$ cat src/rtl/bsa_defines.svh
// Constants of the bus state analyzer: capture layout, depths, timing.
// Assumes inclusion by bare name from the analyzer design files.
`ifndef BSA_DEFINES_SVH
`define BSA_DEFINES_SVH

// Capture buffer shape
`define BSA_DEPTH 128
`define BSA_AW 7
`define BSA_WORD_W 32
`define BSA_POST_STATES 7'd64
`define BSA_FIFO_DEPTH 8

// Field positions inside one captured bus state
`define BSA_F_ADDR_LO 0
`define BSA_F_DATA_LO 16
`define BSA_F_VMA 24
`define BSA_F_RW 25
`define BSA_F_IRQ 26
`define BSA_F_NMI 27
`define BSA_F_USER_LO 28

// Reset values
`define BSA_RW_IDLE 1'b1
`define BSA_PTR_RST 7'h00

// Timing: system clock and phase-2 clock range
`define BSA_CLK_PERIOD_NS 50
`define BSA_PHI2_MIN_KHZ 100
`define BSA_PHI2_MAX_KHZ 1000
`define BSA_PHI2_MAX_PERIOD_NS (1000000 / `BSA_PHI2_MIN_KHZ)
`define BSA_PHI2_LOST_CYC (`BSA_PHI2_MAX_PERIOD_NS / `BSA_CLK_PERIOD_NS)

`endif

$ cat src/rtl/bsa_pkg.sv
// Types shared by the bus state analyzer design files.
// Assumes nothing beyond a SystemVerilog compiler.
package bsa_pkg;

    // Operating modes as set on the mode selector
    typedef enum logic [2:0] {
        MODE_RUN = 3'b000,
        MODE_STEP = 3'b001,
        MODE_STANDBY = 3'b010,
        MODE_RDWR = 3'b011,
        MODE_TRACE = 3'b100,
        MODE_WINDOW = 3'b101
    } bsa_mode_t;

    // Raw selector code; 3'b110 and 3'b111 are illegal
    typedef logic [2:0] bsa_mode_sel_t;

    // Address qualifier chosen by configuration
    typedef enum logic [1:0] {
        QUAL_VALID = 2'b00,
        QUAL_USER = 2'b01,
        QUAL_EXEC = 2'b10,
        QUAL_PAGE = 2'b11
    } bsa_qual_t;

    // Memory access sequencer states
    typedef enum logic [1:0] {
        ACC_IDLE = 2'b00,
        ACC_DRIVE = 2'b01
    } bsa_acc_t;

endpackage

$ cat src/rtl/bsa_trace_mem.sv
// Capture store of the bus state analyzer: one write port, one read port.
// Assumes a single clock; read data appears one clock after the address.
`timescale 1ns/100ps
`include "bsa_defines.svh"

module bsa_trace_mem (
    input wire logic clk,
    input wire logic we,
    input wire logic [`BSA_AW-1:0] waddr,
    input wire logic [`BSA_WORD_W-1:0] wdata,
    input wire logic [`BSA_AW-1:0] raddr,
    output logic [`BSA_WORD_W-1:0] rdata
);

    logic [`BSA_WORD_W-1:0] mem [0:`BSA_DEPTH-1];

    // Contents carry no reset; only the pointers around them do
    always_ff @(posedge clk) begin
        if (we) begin
            mem[waddr] <= wdata;
        end
    end

    // Registered read keeps the array mappable onto block memory
    always_ff @(posedge clk) begin
        rdata <= mem[raddr];
    end

endmodule

$ cat src/rtl/bsa_fifo.sv
// Small first-in first-out queue with a registered output stage.
// Assumes one clock and a synchronous active-low reset.
`timescale 1ns/100ps

module bsa_fifo #(
    parameter int W = 32,
    parameter int DEPTH = 8
) (
    input wire logic clk,
    input wire logic rst_n,
    input wire logic in_valid,
    output logic in_ready,
    input wire logic [W-1:0] in_data,
    output logic out_valid,
    input wire logic out_ready,
    output logic [W-1:0] out_data
);

    localparam int AW = $clog2(DEPTH);

    logic [W-1:0] mem [0:DEPTH-1];
    logic [AW-1:0] wp_r;
    logic [AW-1:0] rp_r;
    logic [AW:0] cnt_r;
    logic [AW:0] cnt_nxt;
    logic push;
    logic pop;

    // Output stage refills whenever it is empty or being taken
    assign push = in_valid & in_ready;
    assign pop = (cnt_r != '0) & (~out_valid | out_ready);

    always_comb begin
        cnt_nxt = cnt_r;
        if (push & ~pop) begin
            cnt_nxt = cnt_r + 1'b1;
        end else if (pop & ~push) begin
            cnt_nxt = cnt_r - 1'b1;
        end
    end

    // Storage array
    always_ff @(posedge clk) begin
        if (push) begin
            mem[wp_r] <= in_data;
        end
    end

    // Pointers, fill count and registered ready
    always_ff @(posedge clk) begin
        if (!rst_n) begin
            wp_r <= '0;
            rp_r <= '0;
            cnt_r <= '0;
            in_ready <= 1'b1;
        end else begin
            if (push) begin
                wp_r <= wp_r + 1'b1;
            end
            if (pop) begin
                rp_r <= rp_r + 1'b1;
            end
            cnt_r <= cnt_nxt;
            in_ready <= cnt_nxt < (AW+1)'(DEPTH);
        end
    end

    // Output register; a stalled reader holds it and so fills the queue
    always_ff @(posedge clk) begin
        if (!rst_n) begin
            out_valid <= 1'b0;
            out_data <= '0;
        end else if (pop) begin
            out_valid <= 1'b1;
            out_data <= mem[rp_r];
        end else if (out_ready) begin
            out_valid <= 1'b0;
        end
    end

endmodule

$ cat src/rtl/bsa_top.sv
// Bus state analyzer: compare unit, capture buffer, processor halt and
// memory access control, panel indicators and trace readout queue.
// Assumes all inputs synchronous to sys_clk, phase-2 much slower than it.
`timescale 1ns/100ps
`include "bsa_defines.svh"

module bsa_top #(
    parameter bit DATA_ACTIVE_HIGH = 1'b0
) (
    input wire logic sys_clk,
    input wire logic rst_n,
    input wire logic phi2,
    input wire logic [15:0] addr_in,
    input wire logic [7:0] data_in,
    input wire logic rw_in,
    input wire logic valid_addr_qual,
    input wire logic user_addr_qual,
    input wire logic exec_addr_qual,
    input wire logic page_select_qual,
    input wire logic irq_n,
    input wire logic nmi_n,
    input wire logic bus_avail,
    input wire logic [3:0] user_in,
    output logic [15:0] addr_out,
    output logic addr_oe,
    output logic [7:0] data_out,
    output logic data_oe,
    output logic rw_out,
    output logic rw_oe,
    output logic vma_out,
    output logic vma_oe,
    output logic halt_n,
    input wire bsa_pkg::bsa_mode_sel_t mode_sel,
    input wire bsa_pkg::bsa_qual_t qual_sel,
    input wire logic [15:0] addr_sw,
    input wire logic [7:0] data_sw,
    input wire logic [15:0] cmp_en_addr,
    input wire logic [7:0] cmp_en_data,
    input wire logic step_req,
    input wire logic access_go,
    input wire logic access_write,
    input wire logic rd_req,
    input wire logic [6:0] rd_idx,
    output logic rd_req_ready,
    output logic rd_valid,
    input wire logic rd_ready,
    output logic [31:0] rd_data,
    output logic cmp_strobe,
    output logic led_halted,
    output logic led_rw,
    output logic led_vma,
    output logic led_irq,
    output logic led_nmi,
    output logic [3:0] led_user,
    output logic [15:0] disp_addr,
    output logic [7:0] disp_data,
    output logic [7:0] access_data,
    output logic access_done,
    output logic trace_frozen,
    output logic phi2_lost
);
    import bsa_pkg::*;

    logic phi2_d_r;
    logic phi2_fall;
    logic phi2_edge;
    logic [7:0] phi2_cnt_r;
    bsa_mode_t mode_nxt;
    bsa_mode_t mode_r;
    logic mode_chg;
    logic [7:0] data_lv;
    logic qual_ok;
    logic cmp_hit;
    logic [`BSA_WORD_W-1:0] cap_word;
    logic rec_we;
    logic [`BSA_AW-1:0] wptr_r;
    logic trig_r;
    logic [6:0] post_r;
    logic frozen_last;
    logic halt_req_r;
    logic step_rel_r;
    logic own;
    bsa_acc_t acc_r;
    logic acc_pend_r;
    logic acc_wr_r;
    logic wr_drive;
    logic rd_take;
    logic rd_pend_r;
    logic [`BSA_AW-1:0] rd_addr;
    logic [`BSA_WORD_W-1:0] mem_rdata;
    logic fifo_in_ready;

    // Phase-2 falls mark the end of each bus cycle; sampling point
    assign phi2_fall = phi2_d_r & ~phi2;
    assign phi2_edge = phi2_d_r ^ phi2;

    always_ff @(posedge sys_clk) begin
        if (!rst_n) begin
            phi2_d_r <= 1'b0;
        end else begin
            phi2_d_r <= phi2;
        end
    end

    // No edge of either sense for 200 clocks (10 us, below 50 kHz at even duty): flag it
    always_ff @(posedge sys_clk) begin
        if (!rst_n) begin
            phi2_cnt_r <= 8'h00;
            phi2_lost <= 1'b0;
        end else if (phi2_edge) begin
            phi2_cnt_r <= 8'h00;
            phi2_lost <= 1'b0;
        end else if (phi2_cnt_r == 8'(`BSA_PHI2_LOST_CYC)) begin
            phi2_lost <= 1'b1;
        end else begin
            phi2_cnt_r <= phi2_cnt_r + 8'h01;
        end
    end

    // Illegal selector codes fall back to run, the harmless mode
    always_comb begin
        case (mode_sel)
            3'b000: mode_nxt = MODE_RUN;
            3'b001: mode_nxt = MODE_STEP;
            3'b010: mode_nxt = MODE_STANDBY;
            3'b011: mode_nxt = MODE_RDWR;
            3'b100: mode_nxt = MODE_TRACE;
            3'b101: mode_nxt = MODE_WINDOW;
            default: mode_nxt = MODE_RUN;
        endcase
    end

    assign mode_chg = mode_nxt != mode_r;

    always_ff @(posedge sys_clk) begin
        if (!rst_n) begin
            mode_r <= MODE_RUN;
        end else begin
            mode_r <= mode_nxt;
        end
    end

    // Data pins are low-true unless the build selects high-true
    assign data_lv = DATA_ACTIVE_HIGH ? data_in : ~data_in;

    // Qualifier choice; the user qualifier already excludes monitor space
    always_comb begin
        unique case (qual_sel)
            QUAL_VALID: qual_ok = valid_addr_qual;
            QUAL_USER: qual_ok = user_addr_qual;
            QUAL_EXEC: qual_ok = exec_addr_qual;
            QUAL_PAGE: qual_ok = page_select_qual;
        endcase
    end

    // Disabled lines always match; own accesses never trigger
    assign cmp_hit = phi2_fall & (mode_r != MODE_RUN) & qual_ok & ~own
        & (&(~cmp_en_addr | ~(addr_in ^ addr_sw)))
        & (&(~cmp_en_data | ~(data_lv ^ data_sw)));

    always_ff @(posedge sys_clk) begin
        if (!rst_n) begin
            cmp_strobe <= 1'b0;
        end else begin
            cmp_strobe <= cmp_hit;
        end
    end

    // One bus state per phase-2 cycle
    assign cap_word = {user_in, nmi_n, irq_n, rw_in, valid_addr_qual,
                       data_lv, addr_in};
    assign rec_we = phi2_fall & ~trace_frozen
        & ((mode_r == MODE_TRACE) | (mode_r == MODE_WINDOW));
    assign frozen_last = rec_we & trig_r & (post_r == `BSA_POST_STATES - 7'd1);

    // Trigger and post-count; entering any mode re-arms the capture
    always_ff @(posedge sys_clk) begin
        if (!rst_n) begin
            wptr_r <= `BSA_PTR_RST;
            trig_r <= 1'b0;
            post_r <= 7'h00;
            trace_frozen <= 1'b0;
        end else if (mode_chg) begin
            trig_r <= 1'b0;
            post_r <= 7'h00;
            trace_frozen <= 1'b0;
        end else if (rec_we) begin
            wptr_r <= wptr_r + 7'h01;
            if (trig_r) begin
                post_r <= post_r + 7'h01;
                trace_frozen <= frozen_last;
            end else if (cmp_hit) begin
                trig_r <= 1'b1;
            end
        end
    end

    bsa_trace_mem u_mem (
        .clk(sys_clk),
        .we(rec_we),
        .waddr(wptr_r),
        .wdata(cap_word),
        .raddr(rd_addr),
        .rdata(mem_rdata)
    );

    // Halt request per mode; the processor answers through bus_avail
    always_ff @(posedge sys_clk) begin
        if (!rst_n) begin
            halt_req_r <= 1'b0;
            step_rel_r <= 1'b0;
        end else begin
            unique case (mode_r)
                MODE_RUN: begin
                    halt_req_r <= 1'b0;
                    step_rel_r <= 1'b0;
                end
                MODE_STEP: begin
                    if (cmp_hit & ~halt_req_r & ~step_rel_r) begin
                        halt_req_r <= 1'b1;
                    end else if (step_req & halt_req_r & bus_avail) begin
                        halt_req_r <= 1'b0;
                        step_rel_r <= 1'b1;
                    end else if (step_rel_r & ~bus_avail) begin
                        halt_req_r <= 1'b1;
                        step_rel_r <= 1'b0;
                    end
                end
                MODE_STANDBY: begin
                    halt_req_r <= halt_req_r;
                    step_rel_r <= 1'b0;
                end
                MODE_RDWR: begin
                    if (cmp_hit) begin
                        halt_req_r <= 1'b1;
                    end
                end
                MODE_TRACE: begin
                    if (frozen_last) begin
                        halt_req_r <= 1'b1;
                    end
                end
                MODE_WINDOW: begin
                    halt_req_r <= 1'b0;
                    step_rel_r <= 1'b0;
                end
            endcase
        end
    end

    always_ff @(posedge sys_clk) begin
        if (!rst_n) begin
            halt_n <= 1'b1;
        end else begin
            halt_n <= ~halt_req_r;
        end
    end

    // Bus is ours only once the processor confirms it floated the lines
    assign own = (mode_r == MODE_RDWR) & halt_req_r & bus_avail;
    assign wr_drive = own & (acc_r == ACC_DRIVE) & acc_wr_r & ~phi2_fall;

    // Access sequencer: one full phase-2 cycle, fall to fall
    always_ff @(posedge sys_clk) begin
        if (!rst_n) begin
            acc_r <= ACC_IDLE;
            acc_pend_r <= 1'b0;
            acc_wr_r <= 1'b0;
            access_done <= 1'b0;
            access_data <= 8'h00;
        end else begin
            access_done <= 1'b0;
            if (!own) begin
                acc_r <= ACC_IDLE;
                acc_pend_r <= 1'b0;
            end else begin
                if (access_go) begin
                    acc_pend_r <= 1'b1;
                    acc_wr_r <= access_write;
                end
                unique case (acc_r)
                    ACC_IDLE: begin
                        if (acc_pend_r & phi2_fall) begin
                            acc_r <= ACC_DRIVE;
                            acc_pend_r <= access_go;
                        end
                    end
                    ACC_DRIVE: begin
                        if (phi2_fall) begin
                            acc_r <= ACC_IDLE;
                            access_done <= 1'b1;
                            access_data <= data_lv;
                        end
                    end
                endcase
            end
        end
    end

    // Pin drivers: address, qualifier and direction while owned
    always_ff @(posedge sys_clk) begin
        if (!rst_n) begin
            addr_out <= 16'h0000;
            addr_oe <= 1'b0;
            vma_out <= 1'b0;
            vma_oe <= 1'b0;
            rw_out <= `BSA_RW_IDLE;
            rw_oe <= 1'b0;
            data_out <= 8'h00;
            data_oe <= 1'b0;
        end else begin
            addr_out <= addr_sw;
            addr_oe <= own;
            vma_out <= own;
            vma_oe <= own;
            rw_out <= ~wr_drive;
            rw_oe <= own;
            data_out <= DATA_ACTIVE_HIGH ? data_sw : ~data_sw;
            data_oe <= wr_drive;
        end
    end

    // Panel lamps follow the last sampled cycle; halt lamp is live
    always_ff @(posedge sys_clk) begin
        if (!rst_n) begin
            led_halted <= 1'b0;
            led_rw <= 1'b0;
            led_vma <= 1'b0;
            led_irq <= 1'b0;
            led_nmi <= 1'b0;
            led_user <= 4'h0;
            disp_addr <= 16'h0000;
            disp_data <= 8'h00;
        end else begin
            led_halted <= bus_avail;
            if (phi2_fall) begin
                led_rw <= rw_in;
                led_vma <= valid_addr_qual;
                led_irq <= ~irq_n;
                led_nmi <= ~nmi_n;
                led_user <= user_in;
                disp_addr <= addr_in;
                disp_data <= data_lv;
            end
        end
    end

    // Readout: index 0 is the oldest state, 63 the match once frozen
    assign rd_take = rd_req & rd_req_ready;
    assign rd_addr = wptr_r + rd_idx;

    // One read in flight keeps the queue from overflowing
    always_ff @(posedge sys_clk) begin
        if (!rst_n) begin
            rd_pend_r <= 1'b0;
            rd_req_ready <= 1'b0;
        end else begin
            rd_pend_r <= rd_take;
            rd_req_ready <= ~rd_take & ~rd_pend_r & fifo_in_ready;
        end
    end

    bsa_fifo #(
        .W(`BSA_WORD_W),
        .DEPTH(`BSA_FIFO_DEPTH)
    ) u_fifo (
        .clk(sys_clk),
        .rst_n(rst_n),
        .in_valid(rd_pend_r),
        .in_ready(fifo_in_ready),
        .in_data(mem_rdata),
        .out_valid(rd_valid),
        .out_ready(rd_ready),
        .out_data(rd_data)
    );

endmodule

$ cat config.mk
export PLATFORM = sky130hd
export DESIGN_NAME = bsa_top
export DESIGN_NICKNAME = d
export VERILOG_FILES = /design/src/rtl/bsa_pkg.sv /design/src/rtl/bsa_trace_mem.sv /design/src/rtl/bsa_fifo.sv /design/src/rtl/bsa_top.sv
export VERILOG_INCLUDE_DIRS = /design/src /design/src/rtl
export SDC_FILE = /design/constraint.sdc
export NUM_CORES = 2
export LEC_CHECK = 0
export ABC_AREA = 0
export BUFFER_PORTS_ARGS = -buffer_cell sky130_fd_sc_hd__buf_2
export CORE_MARGIN = 8
export CORE_UTILIZATION = 50
export DETAILED_ROUTE_END_ITERATION = 8
export HOLD_SLACK_MARGIN = 0.02
export PLACE_DENSITY_LB_ADDON = 0.25
export SYNTH_ARGS = -nofsm -noshare
export SYNTH_HDL_FRONTEND = slang
export SYNTH_MEMORY_MAX_BITS = 65536
export SYNTH_SLANG_ARGS = --single-unit
$ cat constraint.sdc
create_clock -name sys_clk -period 3.8 [get_ports sys_clk]
set_clock_uncertainty 0.15 [all_clocks]
set_input_delay 0.19 -clock sys_clk [delete_from_list [all_inputs] [get_ports sys_clk]]
set_output_delay 0.19 -clock sys_clk [all_outputs]
set_load 0.02 [all_outputs]
Word level (Yosys, flattened, before mapping):

Memory sizes are Yosys's and may differ from the RTL's. A register that Yosys moved wholly into a read port is not among the register bits.
Index checks and enable logic that the tools add are counted.
Widths: inputs -> output; s select.

* register bits: 120
* memory bits (writable): 4352
* input port bits: 104
* output and inout bits: 110
* logic and storage cells: 183
* memories kept: 2

Memories
* u_mem.mem: words 128, bits a word 32, rd ports 1, clocked after memory_dff 1, write ports 1, RTL line bsa_trace_mem.sv:15 `` logic [`BSA_WORD_W-1:0] mem [0:`BSA_DEPTH-1]; ``
* u_fifo.mem: words 8, bits a word 32, rd ports 1, clocked after memory_dff 1, write ports 1, RTL line bsa_fifo.sv:21 `logic [W-1:0] mem [0:DEPTH-1];`

* add/subtract/negate cells: 8
* $lt $le $gt $ge: 1
* eq/ne operators: 24
* multiplexer cells: 29
* bitwise logic cells: 59
* reduce and logical (&&, ||, !) cells: 23

Operator list (number)
* $not 16->16: 2
* $not 8->8: 4
* $and 1x1->1: 28
* $mux 1: 20
* $not 1->1: 18
* $or 16x16->16: 1
* $reduce_and 16->1: 1
* $xor 16x16->16: 1
* $pmux 3 s5: 1
* $add 7x1->7 const B: 2
* $eq 3x2->1 const B: 4
* $eq 3x3->1 const B: 4
* $ne 2x2->1 const B: 5
* $reduce_and 2->1: 5
* $reduce_and 3->1: 3
* $add 8x1->8 const B: 1
* $eq 8x8->1 const B: 1
* $mux 4: 2
* $or 8x8->8: 1
* $pmux 1 s4: 2
* $reduce_and 8->1: 1
* $xor 8x8->8: 1
* $add 7x7->7: 1
* $eq 7x6->1 const B: 1
* 24 further kinds: 34

Depth between registers and ports, before layout:

* depth after elaboration: 11
* depth in mapped cells: 13
* gate-level depth less buffers: 11

Hierarchy:

A second synthesis with hierarchy kept.

* cell total of the unflattened synthesis: 7090
* area total of the unflattened synthesis: 172108.8 um^2

Modules (own cells, without submodules)
* bsa_trace_mem: instances 1, cells an instance 5990, area each 156276.1 um^2, sequential area each 123638.6 um^2
* bsa_fifo: instances 1, cells an instance 633, area each 11367.2 um^2, sequential area each 8568.2 um^2
* bsa_top: instances 1, cells an instance 467, area each 4465.5 um^2, sequential area each 2142.1 um^2

Worst setup path after synthesis:

Ideal clock, no wire load.

* path type: flip-flop to flip-flop
* from: reg u_fifo.in_ready
* to: mem u_fifo.mem[0][0] (enable)
* library setup time: 0.501 ns
* arrival: 3.556 ns
* data required time: 3.149 ns
* setup slack: -0.407 ns
* stages on the path, launching flop included: 3
* path buffers: 0
* period minus slack after synthesis: 4.207 ns
* cell sequence: dfxtp_1 > nand2_1 > nor4_1

* cells in the longest elaborated chain, start to end: 3

RTL lines
* start, declared: RTL line bsa_fifo.sv:12 `output logic in_ready,`
* start signal, assigned: RTL line bsa_fifo.sv:64 `in_ready <= cnt_nxt < (AW+1)'(DEPTH);`
* $and 1x1->1: RTL line bsa_fifo.sv:30 `assign push = in_valid & in_ready;`
* $mux 1: RTL line bsa_fifo.sv:44 `if (push) begin`
* $mux 1 (not written as such): RTL line bsa_fifo.sv:45 `mem[wp_r] <= in_data;`
* end, declared: RTL line bsa_fifo.sv:21

Every way passes these cells.

Worst setup path in the final report:

* from: reg wptr_r[0]
* to: reg u_mem.rdata[16] (read register of u_mem.mem)

* cells in the longest elaborated chain, start to end: 1

RTL lines
* start, declared: RTL line bsa_top.sv:76 `` logic [`BSA_AW-1:0] wptr_r; ``
* start signal, assigned: RTL line bsa_top.sv:179 `` wptr_r <= `BSA_PTR_RST; ``
* start signal, assigned: RTL line bsa_top.sv:188 `wptr_r <= wptr_r + 7'h01;`
* $add 7x7->7: RTL line bsa_top.sv:350 `assign rd_addr = wptr_r + rd_idx;`
* end, declared: RTL line bsa_trace_mem.sv:12 `` output logic [`BSA_WORD_W-1:0] rdata ``

Every way passes these cells.
A chain may end at the register's enable or synchronous reset.

==> qor.yml <==
timing:
  tightest_slew_ns: 1.246
  period_share_pct: 100.2
  tns_ns: -0.01189
  fin_ws_ns: -0.007309
  grt_setup_unrepaired: "true"
  fin_crit_ns: 3.807
  hold_slack_ns: 0.06808
  hold_viol: 0
  relSlewSlack_pct: 16.96
  max_clock_freq_mhz: 262.7
  slew_viol_final: 0
  report.final.setup_viol: 2
synth:
  seq_area_frac_synth_pct: 77.44
  yosysWarnings: 0
  synth_top_area_share_pct: 75.33
  ys_seq_elements: 4535
  synth.avg_cell_area_sq_um: 21.45
  synthCells: 8089
  synth-edff-count: 4352
  ys.flop_type: "edfxtp_1"
  async_flop_share_pct: 0
  synthesis.nets: 8214
  yosysUniqueCellTypes: 61
  synth_area_leaders: "edfxtp_1, mux4_2, mux2i_1"
  synth_top_cell_by_area: "edfxtp_1"
  netlist_area_sq_um: 173500
floorplanning:
  fp.dieW_um: 605.1
  start_util_pct: 50.19
  die_y_um: 605.1
  die_area_sq_um: 366100
  core_area_sq_um: 345700
  fp-row-count: 216
  ios: 214
placement:
  port_buffers: 213
  dp_slack_ns: -0.8427
  routabilityCongestion: 0.9167
  dp_cells: 13190
  hpwl_um: 286000
clock_tree:
  clk_latency_ns: 0.97
  cts-root-buf: "clkbuf_16"
  clockBufferDepth: 4
  h-tree-depth: 5
  cts_tree: "built"
  cts.sinks: 4535
  clk_pin_slew_ns: 0.07
  cts_made_buffers: 443
route:
  dr.first_iter.drc_count: 11860
  drt-pass1-iter-count: 8
  viasPerCell: 6.330
  drtAntennaViolNets: 0
  num_vias: 89800
  finalWirelength_um: 485100
  routedWlPerCell_um: 34.19
  drc: 0
status:
  violations: "negative setup slack"
  status: "finished, violations left"
cells_and_area:
  register_area_sq_um: 134400
  layout-drive-gt1-share_pct: 31.52
  multi_input_area_sq_um: 38970
  fillers: 23960
  final_net_count: 9348
  syn2layout_area_growth_pct: 18.38
  layout.cells.non_filler: 14190
pwr:
  p_total_mw: 108.1
  p_leak_nw: 66.61
  p_per_area_nw_per_um2: 526.4
  ir_drop_mv: 0.5290
hold_path:
  whs_path_depth: 2
  holdPathEnd: "u_mem.mem[94][13]"
  hold_path.class: "primary input to flop"
  worstHoldStart: "addr_in[13]"
critical_path:
  crit_fanout: 51
  worstPathArrival_ns: 4.54
  required_ns: 4.53
  r2r-end: "u_mem.rdata[16]"
  path_class: "flop to flop"
  worstRegToRegCells: 11
  r2r-start: "wptr_r[0]"
  r2r_slack_ns: -0.007
  end_kind: "flop"
  crit_path_start_kind: "flop"
global_routing:
  grt.met3_usage_pct: 5.484
  grt_use_met1_pct: 36.31
  grt_pass1_vias: 89700
  grtUsageMet2_pct: 41.02
  antenna_found_initial: 17
  grt_pass1_wl_um: 678800
  grt_max_degree: 129
  overflow: 0
  grt_most_used_layer: "met2"
  track_usage_pct: 26.03
flow_run:
  maxCapViolCount: 0
## synth_stat cells (26+ instances only)
cell type,instances
xor2_1,32
a21oi_1,274
nor4_1,67
a22o_1,32
nor4_2,34
dfxtp_1,183
edfxtp_1,4352
and2_1,26
inv_1,26
buf_2,169
clkbuf_1,236
mux2i_1,443
a211oi_1,54
mux4_2,1088
nor2_1,263
nand2_1,492
o22ai_1,97
buf_1,31
## layout by cell type, fill, tap and decap left out, types with 51 or more instances in the layout
cell / n
buf_2: 189
buf_4: 542
dlygate4sd3_1: 139
a211oi_1: 54
bufinv_16: 51
mux2i_1: 431
clkinv_1: 91
nor2_1: 131
clkinv_2: 81
nor2_4: 132
edfxtp_1: 4352
a21oi_1: 252
nand2_1: 484
dfxtp_1: 179
buf_12: 235
mux4_2: 1088
clkbuf_16: 452
clkbuf_1: 78
o22ai_1: 86
## area by class of cell
type,instances,share of cell area (%)
Tap cell,4578,2.789
Multi-Input combinational cell,3084,18.97
Sequential cell,4535,65.42
Clock inverter,276,1.405
Antenna cell,8,0.009747
Clock buffer,546,5.731
Timing Repair Buffer,1133,5.619
Inverter,26,0.05787
## power breakdown
part           total (mW)  internal (mW)  leakage (nW)  switching (mW)
sequential           55.6           55.2          40.6           0.454
clock                44.3           25.5          7.13            18.8
combinational        8.20           3.23          18.9            4.97
total                 108           83.9          66.6            24.2
## worst max-delay path by stage
stage | from | end | slack [ns] | depth (start not counted)
after global placement | rd_idx[0] | u_mem.rdata[16] | -1.22 | 12
after detailed placement | rd_idx[0] | u_mem.rdata[19] | -0.84 | 12
after floorplan | u_fifo.in_ready | u_fifo.mem[4][0] | 0.27 | 4
final | wptr_r[0] | u_mem.rdata[16] | -0.007 | 11
after global routing | wptr_r[0] | u_mem.rdata[16] | -0.03 | 12
after CTS | wptr_r[1] | u_mem.rdata[16] | -0.07 | 12
## layer usage
metal  share of wire (%)  wire length, um
met3                  11            52150
met2                  47           226200
met1                  38           185500
met4                 4.4            21200
met5              0.0095               46
## worst max-delay path: stages (launching register included)
cell,delay [ns]
dfxtp_2,0.34
ha_4,0.16
fa_4,0.55
xor2_4,0.31
buf_12,0.33
buf_12,0.36
buf_4,0.30
nand2_1,0.08
a21oi_1,0.58
nor4_2,0.12
buf_4,0.18
nor4_2,0.24
## what timing repair did
item                                   in CTS  in global routing
setup buffers                               0                 26
setup endpoints to repair                  27                 31
pin swaps                                   1                  9
hold buffers                              139                  0
resized for setup                          57                 67
endpoints found under the hold margin    2744                  0
gates cloned                                0                  3
## flip-flops by register name (all words and copies together), names as in the netlist, 3 cells and up
| register | count |
|---|---|
| u_fifo.out_data | 32 |
| addr_out | 16 |
| data_out | 8 |
| access_data | 8 |
| led_user | 4 |
| disp_data | 8 |
| u_fifo.rp_r | 3 |
| mode_r | 3 |
| u_fifo.wp_r | 3 |
| u_mem.mem | 4096 |
| u_mem.rdata | 32 |
| wptr_r | 7 |
| disp_addr | 16 |
| phi2_cnt_r | 8 |
| u_fifo.mem | 256 |
| post_r | 7 |
| u_fifo.cnt_r | 4 |
## kinds of logic after synthesis
| family | count (synthesis) | share of synthesized area, % |
|---|---|---|
| simple gates | 965 | 2.508 |
| mux | 1532 | 16.69 |
| fa+ha+maj | 22 | 0.1615 |
| xor+xnor | 49 | 0.2474 |
| compound gates | 516 | 1.798 |
| flops | 4535 | 77.44 |
| buf+inv | 470 | 1.163 |
## metrics by stage
stage               utilization [%]  instance area (sq um)
floorplan                         -                 173500
CTS                           59.21                 204700
global route                  59.41                 205400
finish                        59.42                 205400
global placement              54.45                 188200
detailed placement            54.46                 188300
No activity file was read; power rests on OpenSTA's default activity.
